File: src/hdl/amux_pkg.sv
// Register map, field layout and encodings of the detection register bank
package amux_pkg;
  localparam int ADDR_W = 8;
  localparam int DW = 8;
  // Register indices; byte address is four times the index
  localparam logic [5:0] IDX_STATUS = 6'h02;
  localparam logic [5:0] IDX_MASK = 6'h05;
  localparam logic [5:0] IDX_CTRL1 = 6'h06;
  localparam logic [5:0] IDX_ADC1 = 6'h09;
  localparam logic [5:0] IDX_ADC2 = 6'h0A;
  localparam logic [5:0] IDX_OPEN_THR = 6'h0B;
  localparam logic [5:0] IDX_OMTP_THR = 6'h0C;
  localparam logic [5:0] IDX_DEF_A = 6'h0D;
  localparam logic [5:0] IDX_DEF_B = 6'h0E;
  localparam logic [5:0] IDX_RESULT = 6'h10;
  localparam logic [5:0] IDX_DETECT = 6'h11;
  // Reset values
  localparam logic [7:0] RST_MASK = 8'h00;
  localparam logic [7:0] RST_CTRL1 = 8'h13;
  localparam logic [7:0] RST_ADC1 = 8'h33;
  localparam logic [7:0] RST_ADC2 = 8'h90;
  localparam logic [7:0] RST_OPEN_THR = 8'h0C;
  localparam logic [7:0] RST_OMTP_THR = 8'h30;
  localparam logic [7:0] RST_DEF_A = 8'h50;
  localparam logic [7:0] RST_DEF_B = 8'h00;
  // Writable bits of registers with reserved bits
  localparam logic [7:0] WMASK_DEF_A = 8'hF7;
  localparam logic [7:0] WMASK_DEF_B = 8'hF3;
  localparam logic [7:0] WMASK_ADC2 = 8'hFC;
  // Field positions
  localparam int STATUS_EOC_BIT = 0;
  localparam int MASK_EOC_BIT = 0;
  localparam int CTRL1_RESTORE_BIT = 3;
  localparam int CTRL1_MODE_LSB = 0;
  localparam int ADC1_LOWZ_BIT = 4;
  localparam int ADC1_DETECTION_CURRENT_LSB = 2;
  localparam int ADC1_CTL_LSB = 0;
  localparam int ADC2_OVTH1_LSB = 6;
  localparam int ADC2_OVTH2_LSB = 4;
  localparam int ADC2_AVG_LSB = 2;
  localparam int ADC2_RELEASE_BIT = 1;
  localparam int ADC2_TRIG_BIT = 0;
  localparam int DEF_A_TOP_LSB = 6;
  localparam int DEF_A_BOT_LSB = 4;
  localparam int DEF_A_SBU_LSB = 0;
  localparam int DEF_B_LEFT_A_BIT = 7;
  localparam int DEF_B_RIGHT_A_BIT = 6;
  localparam int DEF_B_LEFT_B_BIT = 5;
  localparam int DEF_B_RIGHT_B_BIT = 4;
  localparam int DEF_B_TXRX_LSB = 0;
  // Encodings
  localparam logic [1:0] CTL_OFF = 2'h0;
  localparam logic [1:0] CTL_SINGLE = 2'h1;
  localparam logic [1:0] CTL_AVG = 2'h2;
  localparam logic [1:0] CTL_AUTO = 2'h3;
  localparam logic [2:0] MODE_PROG = 3'h3;
  localparam logic [1:0] DETECTION_CURRENT_1P1 = 2'h2;
  localparam logic [1:0] DETECTION_CURRENT_5P5 = 2'h3;
  localparam logic [1:0] SW_DATA = 2'h1;
  localparam logic [1:0] SW_AUDIO = 2'h2;
  localparam logic [1:0] RESP_OKAY = 2'h0;
  localparam logic [1:0] RESP_SLVERR = 2'h2;
  typedef enum logic {ENG_IDLE, ENG_RUN} eng_state_t;
endpackage

File: src/hdl/conv_if.sv
// Link between register bank and averaging engine
`timescale 1ns/10ps
`default_nettype none
interface conv_if #(parameter int DW = 8);
  logic start;
  logic [2:0] shift;
  logic sample_valid;
  logic [DW-1:0] sample;
  logic busy;
  logic done;
  logic [DW-1:0] result;
  modport ctrl(output start, shift, sample_valid, sample, input busy, done, result);
  modport engine(input start, shift, sample_valid, sample, output busy, done, result);
endinterface
`default_nettype wire

File: src/hdl/conv_average.sv
// Converter sample accumulator and averager
`timescale 1ns/10ps
`default_nettype none
module conv_average #(
  parameter int DW = 8
) (
  // Clock and reset
  input wire logic sys_clk,
  input wire logic rst_n,
  // Engine side
  conv_if.engine cv
);
  import amux_pkg::*;
  eng_state_t state_q;
  logic [4:0] cnt_q;
  logic [DW+3:0] acc_q;
  logic [2:0] shift_q;
  logic done_q;
  logic [DW-1:0] result_q;
  wire [DW+3:0] acc_nxt = acc_q + {4'h0, cv.sample};
  wire [4:0] last_cnt = 5'((5'h01 << shift_q) - 5'h01);
  wire last = cnt_q == last_cnt;
  wire [DW-1:0] avg = DW'(acc_nxt >> shift_q);
  assign cv.busy = state_q == ENG_RUN;
  assign cv.done = done_q;
  assign cv.result = result_q;
  always_ff @(posedge sys_clk) begin
    if (!rst_n) begin
      state_q <= ENG_IDLE;
      cnt_q <= 5'h00;
      acc_q <= '0;
      shift_q <= 3'h0;
      done_q <= 1'b0;
      result_q <= '0;
    end else begin
      done_q <= 1'b0;
      unique case (state_q)
        ENG_IDLE: begin
          if (cv.start) begin
            acc_q <= '0;
            cnt_q <= 5'h00;
            shift_q <= cv.shift;
            state_q <= ENG_RUN;
          end
        end
        ENG_RUN: begin
          if (cv.sample_valid) begin
            acc_q <= acc_nxt;
            cnt_q <= cnt_q + 5'h01;
            if (last) begin
              result_q <= avg;
              done_q <= 1'b1;
              state_q <= ENG_IDLE;
            end
          end
        end
      endcase
    end
  end
endmodule
`default_nettype wire

File: src/hdl/audio_mux_adc_default_regs.sv
// Detection control and default switch register bank behind AXI4-Lite
// Function
// - Low-impedance enable bit switches on the low-impedance check enable whenever conversion control is not 00.
// - Manual current field: 00/01 100 uA, 10 1.1 mA, 11 5.5 mA.
// - Conversion control 00 keeps converter and detection inactive.
// - Conversion control 01: trigger starts one single measurement.
// - Conversion control 10: trigger starts an averaged measurement.
// - Conversion control 11: detection runs from the internal state machine.
// - Data path overvoltage threshold field drives data switch threshold.
// - Independent sideband/sense threshold field, same four-level encoding.
// - Averaging count 00..11 selects 2, 4, 8 or 16 samples.
// - Latch release write of 1 restores switches only when restore enabled.
// - Trigger write of 1 starts a measurement only in modes 01 or 10.
// - Manual conversion completion sets end-of-conversion status bit 0.
// - Result compared with open-cable threshold flags an open cable.
// - Result below headset-type threshold reports the alternate headset wiring.
// - Data switch default codes: 00/11 open, 01 data, 10 audio.
// - Sideband default: bit 2 orientation, bits 1 and 0 close paths.
// - Right sense default bits connect right sense lines to ground sense.
// - Left sense default bits connect left sense lines on that variant.
// - Serial pair default: 00/11 off, 01 and 10 opposite routings.
// - Ground-sense connection wins over a conflicting serial pair setting.
// - Default settings act only in programmable default mode 011.
// - End-of-conversion interrupt raised only when its mask bit is 1.
`timescale 1ns/10ps
`default_nettype none
module audio_mux_adc_default_regs #(
  parameter bit HAS_LEFT_SENSE = 1'b1
) (
  // Clock and reset
  input wire logic sys_clk,
  input wire logic rst_n,
  // AXI4-Lite write
  input wire logic [amux_pkg::ADDR_W-1:0] s_axi_awaddr,
  input wire logic s_axi_awvalid,
  output logic s_axi_awready,
  input wire logic [31:0] s_axi_wdata,
  input wire logic [3:0] s_axi_wstrb,
  input wire logic s_axi_wvalid,
  output logic s_axi_wready,
  output logic [1:0] s_axi_bresp,
  output logic s_axi_bvalid,
  input wire logic s_axi_bready,
  // AXI4-Lite read
  input wire logic [amux_pkg::ADDR_W-1:0] s_axi_araddr,
  input wire logic s_axi_arvalid,
  output logic s_axi_arready,
  output logic [31:0] s_axi_rdata,
  output logic [1:0] s_axi_rresp,
  output logic s_axi_rvalid,
  input wire logic s_axi_rready,
  // Converter front end
  input wire logic sample_valid,
  input wire logic [amux_pkg::DW-1:0] sample,
  input wire logic fsm_detect_req,
  output logic conv_active,
  output logic current_100ua_en,
  output logic current_1p1ma_en,
  output logic current_5p5ma_en,
  output logic low_impedance_check_en,
  // Protection and interrupt
  output logic [1:0] data_path_ov_threshold,
  output logic [1:0] sideband_path_ov_threshold,
  output logic ov_restore,
  output logic eoc_irq,
  // Detection results
  output logic open_cable,
  output logic headset_alt_wiring,
  // Default switch drive
  output logic [15:0] switch_close
);
  import amux_pkg::*;

  //////////////////////////////////////////////////////////////////////////////
  // Registers
  logic [7:0] mask_q, ctrl1_q, adc1_q, adc2_q, open_thr_q, omtp_thr_q;
  logic [7:0] def_a_q, def_b_q, result_q;
  logic eoc_q, trig_q, manual_run_q, restore_q, open_q, omtp_q;
  logic [15:0] sw_q;
  logic [3:0] cur_q;
  logic bvalid_q, rvalid_q;
  logic [1:0] bresp_q, rresp_q;
  logic [31:0] rdata_q;
  conv_if #(.DW(DW)) cv ();

  //////////////////////////////////////////////////////////////////////////////
  // Bus decode
  function automatic logic mapped(input logic [5:0] idx);
    mapped = idx == IDX_STATUS || idx == IDX_MASK || idx == IDX_CTRL1 ||
             idx == IDX_ADC1 || idx == IDX_ADC2 || idx == IDX_OPEN_THR ||
             idx == IDX_OMTP_THR || idx == IDX_DEF_A || idx == IDX_DEF_B ||
             idx == IDX_RESULT || idx == IDX_DETECT;
  endfunction
  wire [5:0] wr_idx = s_axi_awaddr[7:2];
  wire [5:0] rd_idx = s_axi_araddr[7:2];
  wire wr_go = s_axi_awvalid && s_axi_wvalid && !bvalid_q;
  wire wr_en = wr_go && s_axi_wstrb[0];
  wire [7:0] wd = s_axi_wdata[7:0];
  wire rd_go = s_axi_arvalid && !rvalid_q;
  function automatic logic wr_hit(input logic en, input logic [5:0] i, input logic [5:0] r);
    wr_hit = en && i == r;
  endfunction
  assign s_axi_awready = wr_go;
  assign s_axi_wready = wr_go;
  assign s_axi_arready = rd_go;
  assign s_axi_bvalid = bvalid_q;
  assign s_axi_bresp = bresp_q;
  assign s_axi_rvalid = rvalid_q;
  assign s_axi_rresp = rresp_q;
  assign s_axi_rdata = rdata_q;

  //////////////////////////////////////////////////////////////////////////////
  // Field views
  wire [1:0] conv_ctl = adc1_q[ADC1_CTL_LSB+:2];
  wire [1:0] detection_current_sel = adc1_q[ADC1_DETECTION_CURRENT_LSB+:2];
  wire [1:0] avg_code = adc2_q[ADC2_AVG_LSB+:2];
  wire [2:0] sw_mode = ctrl1_q[CTRL1_MODE_LSB+:3];
  wire restore_en = ctrl1_q[CTRL1_RESTORE_BIT];
  wire manual_ctl = conv_ctl == CTL_SINGLE || conv_ctl == CTL_AVG;
  wire [7:0] adc2_rd = adc2_q & WMASK_ADC2 | {7'h00, trig_q};
  wire [7:0] status_rd = {7'h00, eoc_q};
  wire [7:0] detect_rd = {6'h00, omtp_q, open_q};
  wire [7:0] rd_val =
    rd_idx == IDX_STATUS ? status_rd :
    rd_idx == IDX_MASK ? mask_q :
    rd_idx == IDX_CTRL1 ? ctrl1_q :
    rd_idx == IDX_ADC1 ? adc1_q :
    rd_idx == IDX_ADC2 ? adc2_rd :
    rd_idx == IDX_OPEN_THR ? open_thr_q :
    rd_idx == IDX_OMTP_THR ? omtp_thr_q :
    rd_idx == IDX_DEF_A ? def_a_q :
    rd_idx == IDX_DEF_B ? def_b_q :
    rd_idx == IDX_RESULT ? result_q :
    rd_idx == IDX_DETECT ? detect_rd : 8'h00;

  //////////////////////////////////////////////////////////////////////////////
  // Bus response
  always_ff @(posedge sys_clk) begin
    if (!rst_n) begin
      bvalid_q <= 1'b0;
      bresp_q <= RESP_OKAY;
    end else if (wr_go) begin
      bvalid_q <= 1'b1;
      bresp_q <= mapped(wr_idx) ? RESP_OKAY : RESP_SLVERR;
    end else if (s_axi_bready) begin
      bvalid_q <= 1'b0;
    end
  end

  always_ff @(posedge sys_clk) begin
    if (!rst_n) begin
      rvalid_q <= 1'b0;
      rresp_q <= RESP_OKAY;
      rdata_q <= 32'h0000_0000;
    end else if (rd_go) begin
      rvalid_q <= 1'b1;
      rresp_q <= mapped(rd_idx) ? RESP_OKAY : RESP_SLVERR;
      rdata_q <= {24'h00_0000, rd_val};
    end else if (s_axi_rready) begin
      rvalid_q <= 1'b0;
    end
  end

  //////////////////////////////////////////////////////////////////////////////
  // Plain read/write registers
  always_ff @(posedge sys_clk) begin
    if (!rst_n) begin
      mask_q <= RST_MASK;
      ctrl1_q <= RST_CTRL1;
      adc1_q <= RST_ADC1;
      adc2_q <= RST_ADC2;
      open_thr_q <= RST_OPEN_THR;
      omtp_thr_q <= RST_OMTP_THR;
      def_a_q <= RST_DEF_A;
      def_b_q <= RST_DEF_B;
    end else begin
      if (wr_hit(wr_en, wr_idx, IDX_MASK)) mask_q <= wd;
      if (wr_hit(wr_en, wr_idx, IDX_CTRL1)) ctrl1_q <= wd;
      if (wr_hit(wr_en, wr_idx, IDX_ADC1)) adc1_q <= wd;
      if (wr_hit(wr_en, wr_idx, IDX_ADC2)) adc2_q <= wd & WMASK_ADC2;
      if (wr_hit(wr_en, wr_idx, IDX_OPEN_THR)) open_thr_q <= wd;
      if (wr_hit(wr_en, wr_idx, IDX_OMTP_THR)) omtp_thr_q <= wd;
      if (wr_hit(wr_en, wr_idx, IDX_DEF_A)) def_a_q <= wd & WMASK_DEF_A;
      if (wr_hit(wr_en, wr_idx, IDX_DEF_B)) def_b_q <= wd & WMASK_DEF_B;
    end
  end

  //////////////////////////////////////////////////////////////////////////////
  // Conversion control
  wire adc2_wr = wr_hit(wr_en, wr_idx, IDX_ADC2);
  wire trig_wr = adc2_wr && wd[ADC2_TRIG_BIT] && manual_ctl;
  wire accept = trig_q && !cv.busy && manual_ctl;
  wire auto_go = conv_ctl == CTL_AUTO && fsm_detect_req && !cv.busy;
  wire [2:0] avg_shift = {1'b0, avg_code} + 3'h1;
  wire manual_done = cv.done && manual_run_q;
  wire status_clr = wr_hit(wr_en, wr_idx, IDX_STATUS) && wd[STATUS_EOC_BIT];
  assign cv.start = accept || auto_go;
  assign cv.shift = accept && conv_ctl == CTL_AVG ? avg_shift : 3'h0;
  assign cv.sample_valid = sample_valid;
  assign cv.sample = sample;

  conv_average #(.DW(DW)) u_avg (
    .sys_clk(sys_clk),
    .rst_n(rst_n),
    .cv(cv)
  );

  always_ff @(posedge sys_clk) begin
    if (!rst_n) begin
      trig_q <= 1'b0;
      manual_run_q <= 1'b0;
    end else begin
      trig_q <= manual_ctl && (trig_wr || trig_q && !accept);
      manual_run_q <= accept || manual_run_q && !cv.done;
    end
  end

  always_ff @(posedge sys_clk) begin
    if (!rst_n) begin
      eoc_q <= 1'b0;
      result_q <= 8'h00;
      open_q <= 1'b0;
      omtp_q <= 1'b0;
      restore_q <= 1'b0;
    end else begin
      eoc_q <= manual_done || eoc_q && !status_clr;
      restore_q <= adc2_wr && wd[ADC2_RELEASE_BIT] && restore_en;
      if (cv.done) begin
        result_q <= cv.result;
        open_q <= cv.result > open_thr_q;
        omtp_q <= cv.result < omtp_thr_q;
      end
    end
  end

  //////////////////////////////////////////////////////////////////////////////
  // Current source selection
  wire manual_live = manual_run_q && conv_ctl != CTL_OFF;
  wire [3:0] cur_d = {
    conv_ctl != CTL_OFF && adc1_q[ADC1_LOWZ_BIT],
    manual_live && detection_current_sel == DETECTION_CURRENT_5P5,
    manual_live && detection_current_sel == DETECTION_CURRENT_1P1,
    manual_live && !detection_current_sel[1]
  };
  always_ff @(posedge sys_clk) begin
    if (!rst_n) cur_q <= 4'h0;
    else cur_q <= cur_d;
  end
  assign low_impedance_check_en = cur_q[3];
  assign current_5p5ma_en = cur_q[2];
  assign current_1p1ma_en = cur_q[1];
  assign current_100ua_en = cur_q[0];
  assign conv_active = cv.busy;
  assign data_path_ov_threshold = adc2_q[ADC2_OVTH1_LSB+:2];
  assign sideband_path_ov_threshold = adc2_q[ADC2_OVTH2_LSB+:2];
  assign ov_restore = restore_q;
  assign eoc_irq = eoc_q && mask_q[MASK_EOC_BIT];
  assign open_cable = open_q;
  assign headset_alt_wiring = omtp_q;

  //////////////////////////////////////////////////////////////////////////////
  // Default switch decode
  wire [1:0] top_c = def_a_q[DEF_A_TOP_LSB+:2];
  wire [1:0] bot_c = def_a_q[DEF_A_BOT_LSB+:2];
  wire [2:0] sbu_c = def_a_q[DEF_A_SBU_LSB+:3];
  wire [1:0] txrx_c = def_b_q[DEF_B_TXRX_LSB+:2];
  wire ra = def_b_q[DEF_B_RIGHT_A_BIT];
  wire rb = def_b_q[DEF_B_RIGHT_B_BIT];
  wire la = HAS_LEFT_SENSE && def_b_q[DEF_B_LEFT_A_BIT];
  wire lb = HAS_LEFT_SENSE && def_b_q[DEF_B_LEFT_B_BIT];
  wire tx_b = txrx_c == SW_DATA && !rb;
  wire rx_a = txrx_c == SW_DATA && !ra;
  wire tx_a = txrx_c == SW_AUDIO && !ra;
  wire rx_b = txrx_c == SW_AUDIO && !rb;
  wire [15:0] sw_dec = {
    top_c == SW_DATA, top_c == SW_AUDIO,
    bot_c == SW_DATA, bot_c == SW_AUDIO,
    sbu_c[0] && !sbu_c[2], sbu_c[1] && !sbu_c[2],
    sbu_c[0] && sbu_c[2], sbu_c[1] && sbu_c[2],
    ra, rb, la, lb, tx_b, rx_a, tx_a, rx_b
  };
  wire [15:0] sw_d = sw_mode == MODE_PROG ? sw_dec : 16'h0000;
  always_ff @(posedge sys_clk) begin
    if (!rst_n) sw_q <= 16'h0000;
    else sw_q <= sw_d;
  end
  assign switch_close = sw_q;
endmodule
`default_nettype wire

File: config.mk
export PLATFORM = sky130hd
export DESIGN_NAME = audio_mux_adc_default_regs
export DESIGN_NICKNAME = d
export VERILOG_FILES = /design/src/hdl/amux_pkg.sv /design/src/hdl/conv_if.sv /design/src/hdl/conv_average.sv /design/src/hdl/audio_mux_adc_default_regs.sv
export SDC_FILE = /design/constraint.sdc
export NUM_CORES = 1
export LEC_CHECK = 0
export BUFFER_PORTS_ARGS = -buffer_cell sky130_fd_sc_hd__buf_4
export CAP_MARGIN = 10
export CORE_ASPECT_RATIO = 1.1
export CORE_MARGIN = 2
export CORE_UTILIZATION = 40
export CTS_CLUSTER_SIZE = 40
export DETAILED_ROUTE_END_ITERATION = 16
export GPL_ROUTABILITY_DRIVEN = 1
export PLACE_DENSITY = 0.64
export SKIP_LAST_GASP = 1
export SYNTH_ARGS = -nofsm -noshare
export SYNTH_HDL_FRONTEND = slang
export SYNTH_HIERARCHICAL = 1
export SYNTH_SLANG_ARGS = --single-unit
File: constraint.sdc
create_clock -name sys_clk -period 3.7 [get_ports sys_clk]
set_input_delay 0.37 -clock sys_clk [delete_from_list [all_inputs] [get_ports sys_clk]]
set_output_delay 0.37 -clock sys_clk [all_outputs]
set_load 0.03 [all_outputs]
==> results.sh, run 1 <==
export IMPL_status="complete, no violations"
export IMPL_rows=53
export IMPL_first_pass_iters=6
export IMPL_nets=1036
export IMPL_die_w_um=136.8
export IMPL_layout_drive_gt1_share_pct=16.42
export IMPL_p_total_w=0.003640
export IMPL_grt_pass1_vias=6158
export IMPL_finClkSkew_ps=8.707
export IMPL_cp_required_ps=4050
export IMPL_gp_congestion=0.9372
export IMPL_endpoint_kind="register"
export IMPL_synth_area_um2=7761
export IMPL_layout_cells_non_filler=1197
export IMPL_synth_warnings=6
export IMPL_port_buffers=81
export IMPL_leakagePower_nw=3.648
export IMPL_synth_area_leaders="dfxtp_1 (35%), mux2i_1 (7.1%), nor2b_1 (5.2%)"
export IMPL_p_sw_w=0.001044
export IMPL_dieArea_um2=20530
export IMPL_postLayoutCellArea_um2=8959
export IMPL_yosys_area_top_type="dfxtp_1"
export IMPL_maxCapViolations=0
export IMPL_synth_enable_flop_cells=0
export IMPL_place_area_um2=8349
export IMPL_p_seq_share_pct=41.1
export IMPL_ant_nets=0
export IMPL_hold_depth=2
export IMPL_setup_violations_final=0
export IMPL_num_io_pins=139
export IMPL_area_growth_pct=15.43
export IMPL_cts_root_buf="clkbuf_16"
export IMPL_crit_fanout=10
export IMPL_insertion_delay_ps=430
export IMPL_post_drt_wl_per_cell_um=16.85
export IMPL_drtIter0Drc=498
export IMPL_post_synth_num_cell_types=91
export IMPL_r2r_start="u_avg/shift_q[0]"
export IMPL_num_antenna_cells=0
export IMPL_drt_wl_total_um=20170
export IMPL_tightest_slew_ps=786.0
export IMPL_htreeDepth=4
export IMPL_multiInputGateArea_um2=4534
export IMPL_ys_seq_area_share_pct=34.82
export IMPL_regArea_um2=2703
export IMPL_finalCritPeriodShare_pct=87.38
export IMPL_hold_class="in2reg"
export IMPL_cts_repair_resized=0
export IMPL_critPathKind="reg2reg"
export IMPL_p_sw_share_pct=28.70
export IMPL_hpwl_um=14670
export IMPL_antenna_found_initial=0
export IMPL_post_cts_setup_buffers=0
export IMPL_synth_area_per_cell_um2=8.740
export IMPL_clockBufferDepth=2
export IMPL_min_period_ps=3233
export IMPL_ir_drop_mv=0.3214
export IMPL_cts_tree="yes"
export IMPL_synth_top_cells_by_count="dfxtp_1 (135), nand2_1 (83), nor2b_1 (64), mux2i_1 (55), nor2_1 (42)"
export IMPL_internal_power_w=0.002595
export IMPL_path_clk_slew_ps=60
export IMPL_setup_tns_ps=0
export IMPL_worst_hold_startpoint="s_axi_arvalid"
export IMPL_synth_seq_cells=135
export IMPL_async_reset_ff_share_pct=0
export IMPL_drc_errors=0
export IMPL_yosysTopAreaCellShare_pct=34.82
export IMPL_final_hold_violation_count=0
export IMPL_comb_power_share_pct=11.5
export IMPL_die_y_um=150.1
export IMPL_initial_core_util_pct=40.64
export IMPL_slew_headroom_pct=47.40
export IMPL_grt_max_degree=60
export IMPL_startpoint_type="register"
export IMPL_worstSetupStartpoint="u_avg/shift_q[0]"
export IMPL_synth_ff_type="dfxtp_1"
export IMPL_vias=6538
export IMPL_core_um2=19100
export IMPL_viasPerCell=5.462
export IMPL_p_clk_share_pct=47.4
export IMPL_ctsHoldBuffers=0
export IMPL_numCtsBuffers=17
export IMPL_grt_total_usage_pct=20.36
export IMPL_reg2reg_depth=11
export IMPL_worstPathArrival_ps=3580
export IMPL_dp_cells=1165
export IMPL_grt_overflow=0
export IMPL_pwr_density_cell_nw_per_um2=406.3
export IMPL_drv_slew=0
export IMPL_rsz0062_at_grt="false"
export IMPL_syn_inst=888
export IMPL_max_clock_freq_ghz=0.3093
export IMPL_synth_most_common_cell="dfxtp_1"
export IMPL_grt_pass1_wl_um=32530
export IMPL_clock_sinks=135
export IMPL_nFillCells=1894
[final timing paths]
check	end	slack, ps
worst min register to register	s_axi_rdata[7]	470
worst max-delay path	u_avg/cv.result[3]	470
worst min-delay path	s_axi_rvalid	170
worst max register to register	u_avg/cv.result[3]	470
[worst max-delay path: stages (launching register included)]
cell      delay (ps)
dfxtp_1          350
clkinv_1         270
nor2_1           280
nand2_1           90
ha_1             230
or4b_1           480
o311ai_1         120
xor2_1           150
nor4_4           620
nand2_2          130
a2111o_1         360
o221ai_1          70
[cells by family after synthesis]
family,share of synthesized area [%]
DFF,34.82
buffers and inverters,8.044
muxes,8.109
AOI/OAI and AO/OA,18.10
adders and majority gates,4.933
and+or+nand+nor,23.80
other,0.04832
xor gates and xnor gates,2.144
[metal layers]
layer  part of all wire (%)  vias to the layer above  GRT usage [%]
met1                     45                     3080          25.87
met2                     48                      208          33.88
li1                       -                     3215              -
met5                      0                        -              0
met3                    5.4                       35          4.242
met4                    2.3                        0          7.680
[flip-flops by register name, indices dropped and copies added, names as in the netlist, 3 cells and up]
register	count
switch_close	16
u_avg/acc_q	12
adc1_q	8
ctrl1_q	8
mask_q	8
omtp_thr_q	8
open_thr_q	8
result_q	8
s_axi_rdata	8
u_avg/cv.result	8
def_a_q	7
adc2_q	6
def_b_q	6
u_avg/cnt_q	5
cur_q	4
u_avg/shift_q	3
[through the flow]
step / worst slack (ps) / hold slack (ps) / utilization (%)
final: 467.0 / 172.1 / 46.91
after detailed placement: 487.6 / 457.1 / 43.72
after CTS: 450.9 / 160.9 / 46.91
after global placement: 507.5 / 456.1 / 43.72
after floorplan: 792.2 / 427.2 / -
after global routing: 198.3 / 167.6 / 46.91
[cell type report]
cell class	count	share of cell area, %
tap	247	3.450
clock buffer	17	4.749
multi-input combinational	660	50.61
inverter	32	1.341
clock inverter	15	2.053
timing repair buffer	91	7.626
sequential	135	30.17
[cell usage in the layout (no fill, tap or decap), drive strengths merged, types with 17 or more instances in the layout]
cell,instances
clkbuf,17
nand3,25
mux2i,55
inv,39
nor2b,64
ha,29
nand2,84
a21oi,28
a21boi,18
dfxtp,135
conb,26
buf,91
o21ai,45
nor2,46
[power groups by stage]
| stage | Combinational, W | Sequential (W) | Clock, W |
|---|---|---|---|
| 4_1_cts | 0.000416 | 0.00150 | 0.00176 |
| 2_1_floorplan | 0.000300 | 0.00154 | 0 |
| 6_report | 0.000418 | 0.00150 | 0.00173 |
| 3_3_place_gp | 0.000411 | 0.00153 | 0 |
| 5_1_grt | 0.000455 | 0.00150 | 0.00183 |
| 3_5_place_dp | 0.000413 | 0.00153 | 0 |
No activity file was read; power rests on OpenSTA's default activity.
==> inputs of run 2 (changes only) <==
--- a/config.mk
+++ b/config.mk
@@ -9,11 +9,11 @@
 export CAP_MARGIN = 10
 export CORE_ASPECT_RATIO = 1.1
 export CORE_MARGIN = 2
-export CORE_UTILIZATION = 40
+export CORE_UTILIZATION = 30
 export CTS_CLUSTER_SIZE = 40
 export DETAILED_ROUTE_END_ITERATION = 16
 export GPL_ROUTABILITY_DRIVEN = 1
-export PLACE_DENSITY = 0.64
+export PLACE_DENSITY = 0.52
 export SKIP_LAST_GASP = 1
 export SYNTH_ARGS = -nofsm -noshare
 export SYNTH_HDL_FRONTEND = slang
==> run 2 against run 1 <==
- cell area up 1.2%
- maximum frequency down 0.81%
- worst hold slack better by 2.8 ps
- sequential share of layout area down 0.37 points
- critical path type unchanged
- total power up 0.83%
- largest power group unchanged
- clock skew up 2.6 ps
- sequential cell count unchanged
- sequential power about the same
==> results.sh, run 2 (synthesized netlist as in run 1, its figures left out) <==
export IMPL_cts_root_buf="clkbuf_16"
export IMPL_drt_wl_total_um=21590
export IMPL_post_place_ws_ps=435.7
export IMPL_p_sw_share_pct=29.36
export IMPL_ant_nets=0
export IMPL_core_um2=25340
export IMPL_cp_required_ps=4060
export IMPL_largest_reg_flops=16
export IMPL_num_antenna_cells=0
export IMPL_critPathTopFamily="simple AND/OR/NAND/NOR gates"
export IMPL_maxCapViolations=0
export IMPL_htreeDepth=4
export IMPL_setup_tns_ps=0
export IMPL_hold_ws_ps=174.9
export IMPL_met1_usage_pct=20.99
export IMPL_p_total_w=0.003670
export IMPL_p_seq_share_pct=40.7
export IMPL_numCtsBuffers=17
export IMPL_first_pass_iters=4
export IMPL_grt_busiest_layer="met2"
export IMPL_r2r_start="u_avg/shift_q[0]"
export IMPL_worst_path_max_delay_cell="nor4_4"
export IMPL_post_drt_wl_per_cell_um=16.67
export IMPL_drtIter0Drc=397
export IMPL_worstSetupStartpoint="u_avg/shift_q[0]"
export IMPL_ir_drop_mv=0.2415
export IMPL_reg2reg_depth=12
export IMPL_crit_end="u_avg/cv.result[7]"
export IMPL_layout_drive_gt1_share_pct=16.33
export IMPL_clock_sinks=135
export IMPL_grt_pass1_wl_um=33770
export IMPL_p_sw_w=0.001077
export IMPL_cts_repair_resized=0
export IMPL_max_stage_delay_ps=580
export IMPL_tightest_slew_ps=737.1
export IMPL_grt_pass1_vias=6075
export IMPL_rsz0062_at_grt="false"
export IMPL_gp_congestion=0.8740
export IMPL_path_clk_slew_ps=70
export IMPL_nets=1035
export IMPL_grtUsageMet3_pct=3.183
export IMPL_final_cell_mix="dfxtp_1 (135), buf_4 (90), nand2_1 (83)"
export IMPL_die_w_um=157.4
export IMPL_insertion_delay_ps=430
export IMPL_leakagePower_nw=3.640
export IMPL_ctsHoldBuffers=0
export IMPL_nFillCells=2669
export IMPL_cp_depth=12
export IMPL_port_buffers=81
export IMPL_fin_ws_ps=440.4
export IMPL_p_clk_share_pct=47.8
export IMPL_dieArea_um2=27180
export IMPL_final_hold_violation_count=0
export IMPL_grt_total_usage_pct=15.91
export IMPL_die_y_um=172.7
export IMPL_multiInputGateArea_um2=4534
export IMPL_slew_headroom_pct=50.68
export IMPL_status="complete, no violations"
export IMPL_finalCritPeriodShare_pct=88.10
export IMPL_regArea_um2=2703
export IMPL_worstPathArrival_ps=3620
export IMPL_final_core_util_pct=35.79
export IMPL_critPathKind="reg2reg"
export IMPL_initial_core_util_pct=30.63
export IMPL_hpwl_um=15850
export IMPL_reg2reg_slack_ps=440
export IMPL_hold_class="in2reg"
export IMPL_rows=61
export IMPL_clockBufferDepth=2
export IMPL_post_cts_setup_buffers=0
export IMPL_r2r_end="u_avg/cv.result[7]"
export IMPL_viasPerCell=4.988
export IMPL_area_growth_pct=16.86
export IMPL_endpoint_kind="register"
export IMPL_crit_buf_inv=2
export IMPL_drc_errors=0
export IMPL_crit_fanout=9
export IMPL_internal_power_w=0.002593
export IMPL_grt_max_degree=46
export IMPL_grt_overflow=0
export IMPL_vias=6460
export IMPL_cts_tree="yes"
export IMPL_min_period_ps=3260
export IMPL_pwr_density_cell_nw_per_um2=404.6
export IMPL_antenna_found_initial=0
export IMPL_grtUsageMet2_pct=25.73
export IMPL_max_clock_freq_ghz=0.3068
export IMPL_crit_chain="clkinv_1 -> nor2_1 -> nand2_1 -> ha_1 -> or4b_1 -> o311ai_1 -> xor2_1 -> nor4_4 -> buf_4 -> nand3_1 -> o22ai_1 -> o2bb2ai_1"
export IMPL_startpoint_type="register"
export IMPL_setup_violations_final=0
export IMPL_finClkSkew_ps=11.31
export IMPL_drv_slew=0
export IMPL_num_io_pins=139
export IMPL_comb_power_share_pct=11.5
export IMPL_final_common_cell="dfxtp_1"
run 2: cell count changes in the layout (fill, tap and decap cells not counted), sizes merged:
cell and delta:
inv +1, clkinv -1, buf -1
run 2: cell type report:
| type | instances | share of cell area [%] |
|---|---|---|
| inverters | 32 | 1.324 |
| multi-input cells | 660 | 49.99 |
| clock buffers | 17 | 4.690 |
| clock inverters | 15 | 1.973 |
| repair buffers | 90 | 7.449 |
| flip-flops and latches | 135 | 29.80 |
| well taps | 346 | 4.773 |
run 2: through the flow:
stage / instance area [µm²] / cells
4_1_cts: 9070 / 1295
6_report: 9070 / 1295
5_1_grt: 9070 / 1295
3_3_place_gp: 8466 / 1263
3_5_place_dp: 8466 / 1263
2_1_floorplan: 7855 / 913
run 2: worst min-delay path by stage:
| stage | start | to | slack [ps] | cells after the start |
|---|---|---|---|---|
| floorplan | def_a_q[6] | switch_close[14] | 430 | 1 |
| global placement | s_axi_rdata[3] | s_axi_rdata[3] | 460 | 2 |
| detailed placement | def_a_q[1] | switch_close[10] | 460 | 2 |
| CTS | s_axi_arvalid | s_axi_rvalid | 160 | 2 |
| global route | s_axi_arvalid | s_axi_rvalid | 160 | 2 |
| finish | s_axi_arvalid | s_axi_rvalid | 170 | 2 |
run 2: worst register-to-register path: stages (launching register included):
cell       delay (ps)
dfxtp_1           400
clkinv_1          290
nor2_1            270
nand2_1            80
ha_1              230
or4b_1            480
o311ai_1          120
xor2_1            160
nor4_4            580
buf_4             260
nand3_1            80
o22ai_1           120
o2bb2ai_1         120
run 2: routing by layer:
layer / part of all wire (%) / up-vias
li1: - / 3212
met2: 47 / 131
met5: 0 / -
met1: 46 / 3091
met4: 2.4 / 0
met3: 4.1 / 26
run 2: power by group through the flow:
stage,clock network (W),registers (W),logic [W]
6_report,0.00175,0.00150,0.000422
5_1_grt,0.00186,0.00150,0.000459
4_1_cts,0.00180,0.00150,0.000424
3_5_place_dp,0,0.00153,0.000422
3_3_place_gp,0,0.00153,0.000422
2_1_floorplan,0,0.00154,0.000300
